`config.mk`:
```
export PLATFORM = sky130hd
export DESIGN_NAME = ipbg_top
export DESIGN_NICKNAME = d
export VERILOG_FILES = /design/src/inc/ipbg_pkg.sv /design/src/hw/ipbg_top.sv
export VERILOG_INCLUDE_DIRS = /design/src /design/src/inc
export SDC_FILE = /design/constraint.sdc
export NUM_CORES = 1
export LEC_CHECK = 0
export BUFFER_PORTS_ARGS = -buffer_cell sky130_fd_sc_hd__buf_2
export CORE_AREA = 5 5 388 390
export DETAILED_ROUTE_END_ITERATION = 10
export DIE_AREA = 0 0 393 395
export REMOVE_ABC_BUFFERS = 1
export SETUP_SLACK_MARGIN = 0.15
export SLEW_MARGIN = 5
export SYNTH_ARGS = -nofsm -noshare
export SYNTH_HDL_FRONTEND = slang
export SYNTH_SLANG_ARGS = --single-unit
```
`constraint.sdc`:
```
create_clock -name i_clk -period 8.1 [get_ports i_clk]
set_clock_uncertainty 0.05 [all_clocks]
set_input_delay 0.81 -clock i_clk [delete_from_list [all_inputs] [get_ports i_clk]]
set_output_delay 0.81 -clock i_clk [all_outputs]
set_load 0.01 [all_outputs]
```
`src/inc/ipbg_map.svh`:
```
`ifndef IPBG_MAP_SVH
`define IPBG_MAP_SVH

// ---------------------------------------------------------------------------
// Sizes
// ---------------------------------------------------------------------------
`define IPBG_NUM_GROUPS  16
`define IPBG_ADDR_W      24
`define IPBG_LVL_W       3
`define IPBG_NUM_LEVELS  6

// ---------------------------------------------------------------------------
// Reset values and timing
// ---------------------------------------------------------------------------
`define IPBG_FLAG_RST    1'h0
`define IPBG_SYNC_DLY    2

`endif

```
`src/inc/ipbg_pkg.sv`:
```
package ipbg_pkg;
  typedef logic [23:0] ipbg_addr_t;
  typedef logic [15:0] ipbg_grp_t;
endpackage : ipbg_pkg

```
`src/hw/ipbg_top.sv`:
```
// Function
// - Sixteen groups, two address qualifiers each
// - Pair works as two equals or range
// - Only instruction pointer is compared
// - All group matches ORed together
// - Gating needs selected level 1..6 true
// - One enable switches level gating
// - Sync delays address events to data
// - Per-qualifier enable; disabled never matches
// - Range: low <= ip < high
// - Trigger action raises o_trigger; o_record is not stopped by it
// - Record action while range true
// - Flag set or cleared by range
// - Range break halts emulation
// - Equality compares each qualifier separately
// - Equality record per qualifier
// - Equality break per qualifier
// - Runs alongside CPU, no stalls
`timescale 1ns/1ps
`default_nettype none
`include "ipbg_map.svh"

module ipbg_top (
  // Clock and reset
  input  wire logic                   i_clk,
  input  wire logic                   i_rst_n,
  // Processor side
  input  wire logic [23:0]            i_ip,
  input  wire logic                   i_ip_valid,
  input  wire logic [5:0]             i_level_true,
  // Group qualifiers
  input  wire logic [16*24-1:0]       i_first_address_qualifier,
  input  wire logic [16*24-1:0]       i_second_address_qualifier,
  input  wire ipbg_pkg::ipbg_grp_t    i_qual_one_en,
  input  wire ipbg_pkg::ipbg_grp_t    i_qual_two_en,
  input  wire ipbg_pkg::ipbg_grp_t    i_range_mode,
  // Range actions
  input  wire ipbg_pkg::ipbg_grp_t    i_rng_trigger,
  input  wire ipbg_pkg::ipbg_grp_t    i_rng_record,
  input  wire ipbg_pkg::ipbg_grp_t    i_rng_flag_on,
  input  wire ipbg_pkg::ipbg_grp_t    i_rng_flag_off,
  input  wire ipbg_pkg::ipbg_grp_t    i_rng_break,
  // Equality actions
  input  wire ipbg_pkg::ipbg_grp_t    i_eq_rec_one,
  input  wire ipbg_pkg::ipbg_grp_t    i_eq_rec_two,
  input  wire ipbg_pkg::ipbg_grp_t    i_eq_brk_one,
  input  wire ipbg_pkg::ipbg_grp_t    i_eq_brk_two,
  // Global conditions
  input  wire logic                   i_gate_en,
  input  wire logic [2:0]             i_gate_level,
  input  wire logic                   i_sync_en,
  // Results
  output logic                        o_group_event,
  output logic                        o_trigger,
  output logic                        o_record,
  output logic                        o_user_flag,
  output logic                        o_break
);

  // -------------------------------------------------------------------------
  // Comparators
  // -------------------------------------------------------------------------

  // Equality test of one qualifier against the pointer
  function automatic logic ipbg_eq(input logic [23:0] a,
                                   input logic [23:0] ip);
    ipbg_eq = (a == ip);
  endfunction : ipbg_eq

  logic [15:0] eq_one;
  logic [15:0] eq_two;
  logic [15:0] rng_hit;
  logic [15:0] grp_hit;
  logic        gate_ok;

  always_comb begin
    gate_ok = 1'b1;
    if (i_gate_en) begin
      if (i_gate_level >= 3'h1 && i_gate_level <= 3'h6) begin
        gate_ok = i_level_true[i_gate_level - 3'h1];
      end else begin
        gate_ok = 1'b0;
      end
    end
  end

  // Per-group comparison; only the pointer is compared, never bus data
  always_comb begin
    for (int g = 0; g < 16; g++) begin
      logic [23:0] lo;
      logic [23:0] hi;
      lo = i_first_address_qualifier[g*24 +: 24];
      hi = i_second_address_qualifier[g*24 +: 24];
      eq_one[g] = ~i_range_mode[g] & i_qual_one_en[g] & ipbg_eq(lo, i_ip);
      eq_two[g] = ~i_range_mode[g] & i_qual_two_en[g] & ipbg_eq(hi, i_ip);
      rng_hit[g] = i_range_mode[g] & i_qual_one_en[g] & i_qual_two_en[g]
                   & (i_ip >= lo) & (i_ip < hi);
      grp_hit[g] = (rng_hit[g] | eq_one[g] | eq_two[g]) & gate_ok
                   & i_ip_valid;
    end
  end

  // -------------------------------------------------------------------------
  // Action combine
  // -------------------------------------------------------------------------
  logic m_event;
  logic m_trig;
  logic m_rec;
  logic m_set;
  logic m_clr;
  logic m_brk;

  always_comb begin
    m_event = |grp_hit;
    m_trig  = |(grp_hit & i_range_mode & i_rng_trigger);
    m_rec   = |(grp_hit & i_range_mode & i_rng_record)
            | |(grp_hit & eq_one & i_eq_rec_one)
            | |(grp_hit & eq_two & i_eq_rec_two);
    m_set   = |(grp_hit & i_range_mode & i_rng_flag_on);
    m_clr   = |(grp_hit & i_range_mode & i_rng_flag_off);
    m_brk   = |(grp_hit & i_range_mode & i_rng_break)
            | |(grp_hit & eq_one & i_eq_brk_one)
            | |(grp_hit & eq_two & i_eq_brk_two);
  end

  // -------------------------------------------------------------------------
  // Sync alignment
  // -------------------------------------------------------------------------
  // Data qualifiers resolve later than pointer events; a fixed pipe
  // delays events that were already ANDed with the level of the pointer cycle.
  logic [5:0] stg_r [`IPBG_SYNC_DLY];
  logic [5:0] now_v;
  logic [5:0] sel_v;

  assign now_v = {m_event, m_trig, m_rec, m_set, m_clr, m_brk};

  always_ff @(posedge i_clk) begin
    if (!i_rst_n) begin
      for (int k = 0; k < `IPBG_SYNC_DLY; k++) begin
        stg_r[k] <= 6'h00;
      end
    end else begin
      stg_r[0] <= now_v;
      for (int k = 1; k < `IPBG_SYNC_DLY; k++) begin
        stg_r[k] <= stg_r[k-1];
      end
    end
  end

  assign sel_v = i_sync_en ? stg_r[`IPBG_SYNC_DLY-1] : now_v;

  // -------------------------------------------------------------------------
  // Outputs
  // -------------------------------------------------------------------------
  // pure observer, no stall
  always_ff @(posedge i_clk) begin
    if (!i_rst_n) begin
      o_group_event <= 1'b0;
      o_trigger     <= 1'b0;
      o_record      <= 1'b0;
      o_break       <= 1'b0;
    end else begin
      o_group_event <= sel_v[5];
      o_trigger     <= sel_v[4];
      o_record      <= sel_v[3];
      o_break       <= sel_v[0];
    end
  end

  // Set wins when both set and clear hit in one cycle
  // user flag
  always_ff @(posedge i_clk) begin
    if (!i_rst_n) begin
      o_user_flag <= `IPBG_FLAG_RST;
    end else if (sel_v[2]) begin
      o_user_flag <= 1'b1;
    end else if (sel_v[1]) begin
      o_user_flag <= 1'b0;
    end
  end

  // -------------------------------------------------------------------------
  // Reference model for checks
  // -------------------------------------------------------------------------
  // Second reading of the match rules, written per mode and per qualifier,
  // so that a slip in the main comparator shows up as a mismatch here.
  // Kept apart from the datapath; it drives no output.
  logic [`IPBG_NUM_GROUPS-1:0] ref_hit;
  logic                        ref_lvl;

  // Level gate seen as a search over the six levels
  always_comb begin
    ref_lvl = !i_gate_en;
    for (int n = 1; n <= `IPBG_NUM_LEVELS; n++) begin
      if (i_gate_en && (i_gate_level == n[2:0]) && i_level_true[n-1]) begin
        ref_lvl = 1'b1;
      end
    end
  end

  // Per group: range needs both enables, equality each one alone
  always_comb begin
    ref_hit = '0;
    for (int g = 0; g < `IPBG_NUM_GROUPS; g++) begin
      logic [`IPBG_ADDR_W-1:0] lo_v;
      logic [`IPBG_ADDR_W-1:0] hi_v;
      lo_v = i_first_address_qualifier[g*`IPBG_ADDR_W +: `IPBG_ADDR_W];
      hi_v = i_second_address_qualifier[g*`IPBG_ADDR_W +: `IPBG_ADDR_W];
      if (i_ip_valid && ref_lvl) begin
        if (i_range_mode[g]) begin
          ref_hit[g] = i_qual_one_en[g] && i_qual_two_en[g]
                       && !(i_ip < lo_v) && !(i_ip >= hi_v);
        end else begin
          ref_hit[g] = (i_qual_one_en[g] && (i_ip == lo_v))
                       || (i_qual_two_en[g] && (i_ip == hi_v));
        end
      end
    end
  end
endmodule : ipbg_top

`default_nettype wire

```
# Word-level counts from Yosys, hierarchy flattened
# Memory sizes are Yosys's and may differ from the RTL's.
# Index checks and enable logic that the tools add are counted.
# Widths: inputs -> output; s select.
[classes]
addsub = 1
order_cmp = 35
eq_ne = 32
mux = 11
n_bitwise = 226
reduce_logical = 12
[op_table]
columns = ["cell", "n"]
rows = [
  ["$eq 24x24->1", 32],
  ["$ge 24x24->1", 16],
  ["$lt 24x24->1", 16],
  ["$and 16x16->16", 12],
  ["$and 1x1->1", 160],
  ["$reduce_or 16->1", 10],
  ["$or 1x1->1", 38],
  ["$mux 6", 3],
  ["$not 1->1", 16],
  ["$mux 1", 7],
  ["$lt 3x4->1 const B", 1],
  ["$bmux 1 s3", 1],
  ["$ge 3x1->1 const B", 1],
  ["$le 3x3->1 const B", 1],
  ["$sub 3x1->3 const B", 1],
  ["$reduce_bool 2->1", 1],
  ["$logic_and 1x1->1", 1],
]
[word_totals]
register_bits = 5
mem_bits_rw = 12
out_inout_bits = 5
elab_cells = 323
memories = 1
[memory_table]
columns = ["memory", "words", "width", "read_ports", "rd_ports_with_merged_regs", "wr", "line", "rtl"]
rows = [
  ["stg_r", 2, 6, 2, 0, 2, "ipbg_top.sv:131", "logic [5:0] stg_r [`IPBG_SYNC_DLY];"],
]

# Logic depth before layout (Yosys ltp)
# Gate-level depths: netlist of the first run.
[depth]
ltp_word = 16
depth_mapped = 13
ltp_nobuf = 12

# Worst setup path after synthesis of the first run
# Ideal clock, no wire load.
[synth_path]
kind = "input-to-reg"
startpoint = "input i_ip[0]"
endpoint = "register o_trigger"
arrival_ns = 3.960
t_required_ns = 7.934
setup_slack_ns = 3.974
stages = 12
path_cell_list = "inv_1 -> ha_1 -> nand4b_1 -> nor3_1 -> and2_1 -> or3_1 -> a2111oi_2 -> nor4b_1 -> a2111oi_4 -> nand4_1 -> or4_1 -> o211a_1"
[synth_between]
elab_chain_len = 11
elab_cells_between_ends = 196
cone_classes = "order compare (32); eq/ne (32); mux (1); bitwise (130); reduce/logical (1)"
[synth_rtl]
columns = ["item", "line", "rtl"]
rows = [
  ["start, declared", "ipbg_top.sv:28", "input wire logic [23:0] i_ip,"],
  ["$ge 24x24->1", "ipbg_top.sv:97", "& (i_ip >= lo) & (i_ip < hi);"],
  ["$and 1x1->1 (2 in a row)", "ipbg_top.sv:97", ""],
  ["$or 1x1->1 (2 in a row)", "ipbg_top.sv:98", "grp_hit[g] = (rng_hit[g] | eq_one[g] | eq_two[g]) & gate_ok"],
  ["$and 1x1->1", "ipbg_top.sv:98", ""],
  ["$and 1x1->1", "ipbg_top.sv:99", "& i_ip_valid;"],
  ["$and 16x16->16 * (2 in a row)", "ipbg_top.sv:115", "m_trig = |(grp_hit & i_range_mode & i_rng_trigger);"],
  ["$reduce_or 16->1 *", "ipbg_top.sv:115", ""],
  ["$mux 6 *", "ipbg_top.sv:150", "assign sel_v = i_sync_en ? stg_r[`IPBG_SYNC_DLY-1] : now_v;"],
  ["end signal, assigned", "ipbg_top.sv:164", "o_trigger <= sel_v[4];"],
  ["end, declared", "ipbg_top.sv:54", "output logic o_trigger,"],
]
# Mark *: on every way between the ends. The rest lies on a longest branch, timed or not.
# A chain may end at the register's enable or synchronous reset.

# Worst setup path in the final report of the first run
[layout_path]
startpoint = "input i_ip[7]"
endpoint = "register o_user_flag"
[layout_between]
elab_chain_len = 12
elab_cells_between_ends = 200
cone_classes = "order compare (32); eq/ne (32); mux (2); bitwise (131); reduce/logical (3)"
[layout_rtl]
columns = ["item", "line", "rtl"]
rows = [
  ["$ge 24x24->1", "ipbg_top.sv:97", ""],
  ["$and 1x1->1 (2 in a row)", "ipbg_top.sv:97", ""],
  ["$or 1x1->1 (2 in a row)", "ipbg_top.sv:98", ""],
  ["$and 1x1->1", "ipbg_top.sv:98", ""],
  ["$and 1x1->1", "ipbg_top.sv:99", ""],
  ["$and 16x16->16 *", "ipbg_top.sv:119, ipbg_top.sv:120", ""],
  ["$and 16x16->16 (on tied branches)", "ipbg_top.sv:119, ipbg_top.sv:120", ""],
  ["$reduce_or 16->1 (on tied branches)", "ipbg_top.sv:119, ipbg_top.sv:120", ""],
  ["$mux 6 *", "ipbg_top.sv:150", ""],
  ["$mux 1 or $reduce_bool 2->1 (tied branches)", "-", ""],
  ["end signal, assigned", "ipbg_top.sv:174", "o_user_flag <= `IPBG_FLAG_RST;"],
  ["end, declared", "ipbg_top.sv:56", "output logic o_user_flag,"],
]
# Marks and branches as above.

==> run_results.csv, run 1 <==
group,metric,value,unit
timing,grt_setup_unrepaired,"no",
cts,cts_buffer_depth,2,
synth,synth_xor_area_share,0,%
synth,ys_types,66,
cts,insertion_delay,0.27,ns
critical_path,cp-start-kind,"primary input",
run,cap_violations,1,
route,drt-total-wl,185,mm
timing,final.setup.tns,0,ns
cts,cts_setup_buffers,0,
final_layout,fin_util,20.2,%
floorplanning,fp.dieW,393,microns
synth,yosys.area_share.simple,18.4,%
timing,final.period_utilization,73.9,%
synth,yosysSeqAreaShare,1.59,%
cts,cts_buffers,3,
synth,synth_top_family_by_area,"adder cells",
route,drc,0,
synth,syn_avg_cell_area,7.13,sq um
critical_path,worstPathMaxFanout,12,
critical_path,crit_top_cell,"buf_4",
floorplanning,start_util,14.6,%
grt,grt_util_met2,36.4,%
grt,met1_usage,28.1,%
power,vdd_ir_drop_max,0.0576,mV
final_layout,n_fill_cell,16700,
final_layout,register_area,340,sq um
critical_path,cp-end-kind,"flip-flop",
grt,gr-max-usage-layer,"met2",
route,wl_per_cell,30.4,microns
critical_path,crit_type,"in -> reg",
final_layout,final_cells,6068,
synth,yosys_warnings,0,
critical_path,crit_slowest_cell,"a2111oi_2",
critical_path,cp_data_arrival_time,6.10,ns
place,dp_slack,1.80,ns
timing,holdWs,0.389,ns
synth,synth_top_area_cell,"ha_1",
floorplanning,row_count,141,
critical_path,cpPeakStageDelay,0.92,ns
final_layout,final_area,29700,sq um
critical_path,cp_cell_sequence,"buf_4 -> buf_4 -> ha_1 -> a21oi_1 -> a21oi_1 -> or4_1 -> a31oi_1 -> nor3_1 -> a2111oi_2 -> buf_4 -> nand4_1 -> a2111o_1 -> o311a_1",
cts,cts_sinks,17,
floorplanning,dieArea,155000,sq um
place,dp_cells,5993,
cts,cts_resized,0,
timing,setup_ws,2.11,ns
synth,synth_compound_area_share,20.9,%
outcome,status,"finished, violations left",
synth,synth_seq_cells,17,
route,dr.pass1.iters,6,
grt,grt_usage,22.4,%
timing,drv_slew,0,
timing,max-slew-margin-rel,0.362,%
place,place.gp.congestion,0.980,
timing,tightest_slew,1.48,ns
floorplanning,num_io_pins,1003,
synth,synth_edf_count,0,
timing,fmaxAchievable,0.167,GHz
route,via_count,28100,
grt,grt_max_degree,33,
place,post-dp-hpwl,165,mm
cts,h-tree-depth,1,
critical_path,crit_required,8.21,ns
floorplanning,coreArea,147000,sq um
route,first_iter_violations,2135,
hold_path,holdCritPathClass,"reg -> reg",
grt,grt_pass1_wl,236,mm
final_layout,final_cell_mix,"980 x buf_2, 783 x inv_1, 771 x ha_1, 322 x a21oi_1, 172 x nand2_1",
power,power,1.69,mW
route,via_per_inst,4.63,
synth,synthArstFlopShare,0,%
route,ant_nets,0,
synth,synthMuxAreaShare,0.204,%
synth,yosys.area.top_type_share,45.0,%
cts,cts_root_buf,"clkbuf_16",
final_layout,nNetsFinal,5837,
final_layout,drive_gt1_share,26.7,%
grt,grt-ovfl-total,0,
synth,synthAdderAreaFrac,45.0,%
cts,cts_tree,"built",
floorplanning,fp.dieH,395,microns
cts,clk_pin_slew,0.07,ns
synth,synth_ff_type,"dfxtp_1",
grt,grt_pass1_vias,28100,
power,power.leakage,17.2,nW
timing,hold_viol,0,
cts,holdBufCountCts,0,
place,dpl_cell_area,29400,sq um
grt,use_met3,6.93,%
timing,finalSetupViolCount,0,
timing,min_period,5.99,ns
final_layout,multiInputGateArea,18200,sq um
synth,netlist_area,21400,sq um
final_layout,final_common_cell,"buf_2",
grt,antenna_found_initial,171,
outcome,violations,"max-capacitance violations",
synth,synthTopCellsByArea,"ha_1 45%, inv_1 14%, a21oi_1 7.5%",
final_layout,area_growth,38.4,%
synth,netlist_instances,3006,
place,io_buffers,1002,
power,powerDensity,57.0,nW/um^2
area by class of cell:
cell class | count | share of cell area [%]
multi-input cells | 2202 | 61.2
well taps | 1930 | 8.14
flip-flops and latches | 17 | 1.15
inverters | 784 | 9.92
clock inverters | 1 | 0.0169
clock buffers | 3 | 0.253
diodes | 71 | 0.599
repair buffers | 1060 | 18.7
routing by layer:
metal | share of wire (%) | wire length, microns | up-vias
met5 | 0.30 | 559 | -
met1 | 42 | 77800 | 13300
met2 | 45 | 83500 | 1364
li1 | - | - | 13000
met4 | 3.3 | 6120 | 88
met3 | 9.0 | 16700 | 361
state kept, by name, indices dropped and copies added, names as in the netlist:
name,flops
o_break,1
stg_r,12
o_trigger,1
o_record,1
o_group_event,1
o_user_flag,1
final timing paths:
path               startpoint  slack, ns            to  depth (start not counted)
setup reg to reg  o_user_flag       7.00   o_user_flag                          3
hold reg to reg   stg_r[0][4]       0.39  stg_r[0][10]                          1
setup / recovery      i_ip[7]       2.11   o_user_flag                         13
hold / removal    stg_r[0][4]       0.39  stg_r[0][10]                          1
kinds of logic after synthesis:
kind of cell    count (synthesis)
mux                             3
compound gates                705
flops                          17
buf+inv                       787
fa+ha+maj                     771
simple gates                  723
cells in the mapped netlist, types with 21 or more instances:
| master | n |
|---|---|
| a211oi_1 | 24 |
| a21o_1 | 47 |
| a21oi_1 | 322 |
| a22oi_1 | 23 |
| ha_1 | 771 |
| inv_1 | 784 |
| nand2_1 | 172 |
| nand3_1 | 94 |
| nand4_1 | 171 |
| nand4b_1 | 21 |
| nor2_1 | 56 |
| nor2b_1 | 51 |
| nor3_1 | 35 |
| nor4_1 | 46 |
| o211ai_1 | 34 |
| o21ai_0 | 88 |
critical path, delay by kind of cell:
family / cells / cell delay, ns
buffers and inverters: 3 / 0.99
adder cells (fa/ha/maj): 1 / 0.36
AND/OR/NAND/NOR: 3 / 0.95
AO/OA/AOI/OAI: 6 / 2.92
power breakdown:
part	internal (mW)	switching, mW	leakage (nW)
sequential	0.0869	0.00130	0.138
clock	0.0668	0.0473	0.0413
combinational	0.584	0.905	17.0
total	0.737	0.953	17.2
(Power assumes the default switching activity.)
==> inputs of run 2 (changes only) <==
--- a/config.mk
+++ b/config.mk
@@ -7,9 +7,9 @@
 export NUM_CORES = 1
 export LEC_CHECK = 0
 export BUFFER_PORTS_ARGS = -buffer_cell sky130_fd_sc_hd__buf_2
-export CORE_AREA = 5 5 388 390
+export CORE_AREA = 5 5 392 394
 export DETAILED_ROUTE_END_ITERATION = 10
-export DIE_AREA = 0 0 393 395
+export DIE_AREA = 0 0 397 399
 export REMOVE_ABC_BUFFERS = 1
 export SETUP_SLACK_MARGIN = 0.15
 export SLEW_MARGIN = 5
==> constraint.sdc (replaced) <==
create_clock -name i_clk -period 5.8 [get_ports i_clk]
set_clock_uncertainty 0.05 [all_clocks]
set_input_delay 0.58 -clock i_clk [delete_from_list [all_inputs] [get_ports i_clk]]
set_output_delay 0.58 -clock i_clk [all_outputs]
set_load 0.01 [all_outputs]
==> run 2 against run 1 <==
The flow now finishes without violations. Register-to-register slack got worse by 2.3 ns. Final cell count increased by 1.8%. Combinational power increased by 42%. Utilization about the same. Critical endpoint is now o_group_event.
==> run_results.csv, run 2 (synthesized netlist as in run 1, its figures left out) <==
group,metric,value,unit
outcome,status,"completed",
cts,cts_buffers,3,
timing,final.setup.tns,0,ns
final_layout,largest_register,"stg_r",
place,place.gp.congestion,0.976,
critical_path,crit_type,"in -> reg",
grt,grt-ovfl-total,0,
timing,fmaxAchievable,0.186,GHz
critical_path,regToRegSetupSlack,4.70,ns
final_layout,area_growth,40.6,%
timing,max-slew-margin-rel,25.8,%
cts,insertion_delay,0.27,ns
route,drc,0,
route,via_count,28400,
grt,grt_usage,22.1,%
critical_path,r2r-end,"o_user_flag",
hold_path,holdCritPathClass,"reg -> reg",
cts,h-tree-depth,1,
final_layout,final_cell_mix,"979 x buf_2, 783 x inv_1, 771 x ha_1, 322 x a21oi_1, 172 x nand2_1",
grt,grt_util_met2,38.1,%
timing,tightest_slew,1.10,ns
final_layout,multiInputGateArea,18200,sq um
timing,grt_setup_unrepaired,"no",
place,io_buffers,1002,
critical_path,worstRegToRegCells,3,
final_layout,fin_util,20.2,%
route,drt-total-wl,186,mm
critical_path,cp_data_arrival_time,5.47,ns
final_layout,final_cells,6178,
place,dp_cells,6112,
timing,min_period,5.38,ns
floorplanning,start_util,14.3,%
timing,final.period_utilization,92.7,%
timing,drv_slew,0,
power,power.leakage,17.4,nW
critical_path,cp-end-kind,"flip-flop",
power,vdd_ir_drop_max,0.0590,mV
final_layout,register_area,340,sq um
cts,holdBufCountCts,0,
critical_path,timing.rr.start,"o_user_flag",
floorplanning,num_io_pins,1003,
grt,use_met3,4.50,%
grt,antenna_found_initial,131,
final_layout,drive_gt1_share,27.3,%
cts,cts_root_buf,"clkbuf_16",
route,first_iter_violations,2082,
critical_path,crit_start,"i_ip[14]",
critical_path,cp-start-kind,"primary input",
route,dr.pass1.iters,6,
cts,cts_setup_buffers,0,
run,cap_violations,0,
route,ant_nets,0,
floorplanning,coreArea,149000,sq um
power,powerDensity,79.6,nW/um^2
route,via_per_inst,4.60,
final_layout,nNetsFinal,5870,
grt,grt_max_degree,22,
grt,gr-max-usage-layer,"met2",
floorplanning,dieArea,158000,sq um
timing,hold_viol,0,
cts,cts_sinks,17,
grt,grt_pass1_vias,28500,
timing,finalSetupViolCount,0,
floorplanning,fp.dieH,399,microns
critical_path,worstPathMaxFanout,14,
floorplanning,fp.dieW,397,microns
final_layout,n_fill_cell,17000,
place,post-dp-hpwl,168,mm
cts,cts_tree,"built",
route,wl_per_cell,30.1,microns
grt,met1_usage,27.2,%
floorplanning,row_count,142,
critical_path,critPathCapture,"o_group_event",
final_layout,largest_reg_flops,12,
power,power,2.40,mW
final_layout,final_common_cell,"buf_2",
cts,clk_pin_slew,0.07,ns
grt,grt_pass1_wl,237,mm
critical_path,crit_required,5.89,ns
cts,cts_buffer_depth,2,
cts,cts_resized,0,
==> run 2: cell count changes in the layout (fill, tap and decap cells not counted), sizes merged <==
cell	delta
clkinvlp	+1
clkinv	-2
buf	+33
diode	-9
inv	+1
==> run 2: worst min-delay path by stage <==
stage	start	end	slack, ns	cells after the start
3_3_place_gp	stg_r[0][4]	stg_r[0][10]	0.36	1
3_5_place_dp	stg_r[0][4]	stg_r[0][10]	0.37	1
6_report	stg_r[0][4]	stg_r[0][10]	0.37	1
2_1_floorplan	stg_r[0][4]	stg_r[0][10]	0.36	1
4_1_cts	stg_r[0][4]	stg_r[0][10]	0.38	1
5_1_grt	stg_r[0][4]	stg_r[0][10]	0.39	1
==> run 2: routing by layer <==
layer | vias up | share of wire [%] | wire length, microns
li1 | 13000 | - | -
met1 | 13500 | 41 | 77100
met2 | 1401 | 47 | 87500
met3 | 354 | 7.1 | 13200
met4 | 56 | 4.3 | 7970
met5 | - | 0.19 | 348
==> run 2: stage by stage <==
stage | hold slack [ns] | setup slack, ns | cell area (sq um)
6_report | 0.374 | 0.421 | 30100
5_1_grt | 0.394 | 0.286 | 30000
4_1_cts | 0.378 | 0.414 | 30000
3_5_place_dp | 0.371 | 0.122 | 29900
3_3_place_gp | 0.363 | 0.181 | 29900
2_1_floorplan | 0.362 | 1.90 | 21400
==> run 2: power breakdown <==
group	switching, mW	internal [mW]
clock	0.0650	0.0938
sequential	0.00298	0.121
combinational	1.28	0.837
==> run 2: critical path, cell delays in order <==
cell and delay (ns):
buf_4 0.29, buf_4 0.45, ha_1 0.34, nand4_1 0.19, nor4_1 0.09, and3_1 0.33, or4_1 0.57, a211oi_1 0.66
o21ai_0 0.24, nor4_1 0.93, a31o_2 0.35, o311a_1 0.27, a21oi_1 0.10
==> run 2: area by class of cell <==
cell class,count,area share (%)
antenna,62,0.515
timing repair buffer,1093,19.6
clock buffer,3,0.249
multi-input combinational,2202,60.4
clock inverter,1,0.0249
sequential,17,1.13
inverter,784,9.77
tap,2016,8.37
==> inputs of run 3 (changes only) <==
--- a/config.mk
+++ b/config.mk
@@ -6,10 +6,12 @@
 export SDC_FILE = /design/constraint.sdc
 export NUM_CORES = 1
 export LEC_CHECK = 0
+export ABC_AREA = 1
 export BUFFER_PORTS_ARGS = -buffer_cell sky130_fd_sc_hd__buf_2
-export CORE_AREA = 5 5 392 394
+export CORE_AREA = 5 5 386 388
 export DETAILED_ROUTE_END_ITERATION = 10
-export DIE_AREA = 0 0 397 399
+export DIE_AREA = 0 0 391 393
+export RECOVER_POWER = 50
 export REMOVE_ABC_BUFFERS = 1
 export SETUP_SLACK_MARGIN = 0.15
 export SLEW_MARGIN = 5
==> run 3 against run 2 <==
Critical path depth up 6. Clock power fell by 13%. Routed wire length is 0.27% higher. Sequential power about the same. Final cell count rose by 17%. Clock-buffer cell count increased by 1. Highest routed layer unchanged. Total power grew 1.9%. Utilization up 2.2 points. Final area increased by 7.4%. First-iteration DRC count is 4.0% higher. Critical path type unchanged. Synthesized cell count increased by 40%. Sequential share of layout area decreased by 0.078 points. Largest cell class unchanged. Largest power group unchanged.
==> run_results.csv, run 3 <==
group,metric,value,unit
final_layout,n_fill_cell,16800,
run,cap_violations,0,
critical_path,crit_type,"in -> reg",
grt,grt_pass1_vias,30400,
grt,grt_max_degree,111,
place,io_buffers,1002,
hold_path,hp-start,"stg_r[0][4]",
timing,drv_slew,0,
cts,cts_buffer_depth,2,
synth,synth_commonest_cells,"1129 x nand2_1, 1113 x inv_1, 771 x ha_1, 372 x nor2_1, 256 x a21oi_1",
final_layout,final_cells,7214,
floorplanning,fp.dieW,391,microns
timing,grt_setup_unrepaired,"no",
grt,use_met3,5.61,%
synth,synthArstFlopShare,0,%
floorplanning,row_count,140,
synth,synth_edf_count,0,
route,drc,0,
grt,grt_pass1_wl,240,mm
power,powerDensity,75.5,nW/um^2
route,first_iter_violations,2165,
timing,final.period_utilization,84.3,%
cts,cts_sinks,17,
floorplanning,dieArea,154000,sq um
timing,min_period,4.89,ns
synth,synth_ff_type,"dfxtp_1",
cts,cts_resized,0,
timing,tightest_slew,1.01,ns
final_layout,final_common_cell,"nand2_1",
synth,yosys.area.top_type_share,39.5,%
critical_path,crit_required,5.94,ns
floorplanning,start_util,16.8,%
final_layout,drive_gt1_share,20.1,%
timing,hold_viol,0,
final_layout,largest_register,"stg_r",
cts,h-tree-depth,1,
timing,final.setup.tns,0,ns
synth,yosys_warnings,0,
critical_path,timing.rr.start,"o_user_flag",
grt,antenna_found_initial,138,
place,post-dp-hpwl,164,mm
grt,grt_usage,22.9,%
critical_path,cp_data_arrival_time,5.03,ns
power,power.leakage,21.2,nW
floorplanning,num_io_pins,1003,
critical_path,crit_start,"i_ip[23]",
synth,synthTopCellsByArea,"ha_1 40%, nand2_1 17%, inv_1 17%",
cts,clk_pin_slew,0.05,ns
power,vdd_ir_drop_max,0.0886,mV
cts,insertion_delay,0.25,ns
synth,ys_types,31,
synth,netlist_area,24400,sq um
synth,synth_seq_cells,17,
grt,grt_util_met2,38.9,%
synth,yosysSeqAreaShare,1.40,%
cts,cts_tree,"built",
cts,cts_buffers,3,
floorplanning,coreArea,145000,sq um
grt,grt-ovfl-total,0,
power,power,2.44,mW
route,via_per_inst,4.38,
cts,cts_root_buf,"clkbuf_16",
synth,synth_top_area_cell,"ha_1",
cts,holdBufCountCts,0,
grt,met1_usage,28.2,%
timing,finalSetupViolCount,0,
critical_path,worstPathMaxFanout,18,
synth,netlist_instances,4198,
final_layout,nNetsFinal,7002,
final_layout,final_cell_mix,"1129 x nand2_1, 1112 x inv_1, 979 x buf_2, 771 x ha_1, 372 x nor2_1",
cts,cts_setup_buffers,0,
final_layout,area_growth,32.7,%
route,drt-total-wl,187,mm
outcome,status,"completed",
route,wl_per_cell,25.9,microns
route,via_count,31600,
timing,fmaxAchievable,0.205,GHz
place,dp_slack,0.645,ns
timing,max-slew-margin-rel,33.0,%
route,dr.pass1.iters,5,
hold_path,holdCritPathClass,"reg -> reg",
final_layout,largest_reg_flops,12,
floorplanning,fp.dieH,393,microns
synth,yosysMostFrequentCell,"nand2_1",
critical_path,cp-start-kind,"primary input",
timing,setup_ws,0.912,ns
critical_path,cp-end-kind,"flip-flop",
route,ant_nets,0,
grt,gr-max-usage-layer,"met2",
synth,syn_avg_cell_area,5.81,sq um
place,place.gp.congestion,0.985,
place,dp_cells,7145,
[run 3: cell count changes in the layout (fill, tap and decap cells not counted), sizes merged, moves of 23 or more]
cell,before,now
o21ai,88,32
nand3,94,134
a22oi,23,0
o211ai,34,0
nor2b,51,0
nor2,56,372
nand2,172,1130
a211oi,24,0
inv,784,1114
nor4,46,12
buf,1093,1040
a21oi,322,257
[run 3: metrics by stage]
stage	utilization, %	hold slack [ns]	area [sq um]
final	22.3	0.368	32400
after global routing	22.2	0.384	32300
after CTS	22.2	0.368	32200
after detailed placement	22.2	0.353	32100
after global placement	22.2	0.346	32100
after floorplan	-	0.340	24300
[run 3: logic make-up (layout without fill, tap and decap cells)]
group / count (synthesis) / after routing / synth area share [%]
buf+inv: 1131 / 2165 / 17.6
flops: 17 / 17 / 1.40
simple gates: 1893 / 1893 / 32.5
fa+ha+maj: 771 / 771 / 39.5
xor+xnor: 1 / 1 / 0.0359
other cells: 0 / 65 / 0
compound gates: 385 / 385 / 8.91
[run 3: path summary, 6_finish.rpt]
check | depth (start not counted) | slack, ns | endpoint
setup / recovery | 19 | 0.91 | o_break
hold / removal | 2 | 0.37 | stg_r[0][10]
setup reg to reg | 3 | 4.95 | o_user_flag
hold reg to reg | 2 | 0.37 | stg_r[0][10]
[run 3: per-layer routing]
metal  vias up  share of wire [%]
li1      15400                  -
met1     14400                 41
met2      1365                 47
met3       314                7.9
met4        66                3.8
met5         -               0.21
[run 3: cell type report]
type	instances	area (sq um)	share of cell area, %
tap	1917	2400	7.41
sequential	17	340	1.05
timing repair buffer	1046	5440	16.8
clock buffer	4	78.8	0.244
antenna	65	163	0.503
multi-input combinational	3050	19800	61.0
inverter	1115	4190	12.9
[run 3: critical path, cell delays in order]
cell     delay (ns)
buf_4          0.44
buf_4          0.45
ha_1           0.22
nand2_1        0.07
nor2_1         0.16
nand4_1        0.48
nor2_1         0.30
nand4_1        0.19
nand2_1        0.11
inv_1          0.05
a21oi_1        0.78
nand3_1        0.41
nand2_1        0.25
nor2_1         0.09
nand2_1        0.06
nor2_1         0.04
nand3_1        0.13
nor2_1         0.06
nor2_1         0.09
[run 3: where the power goes]
group,switching (mW),internal (mW)
sequential,0.00181,0.121
clock,0.0454,0.0933
combinational,1.37,0.816
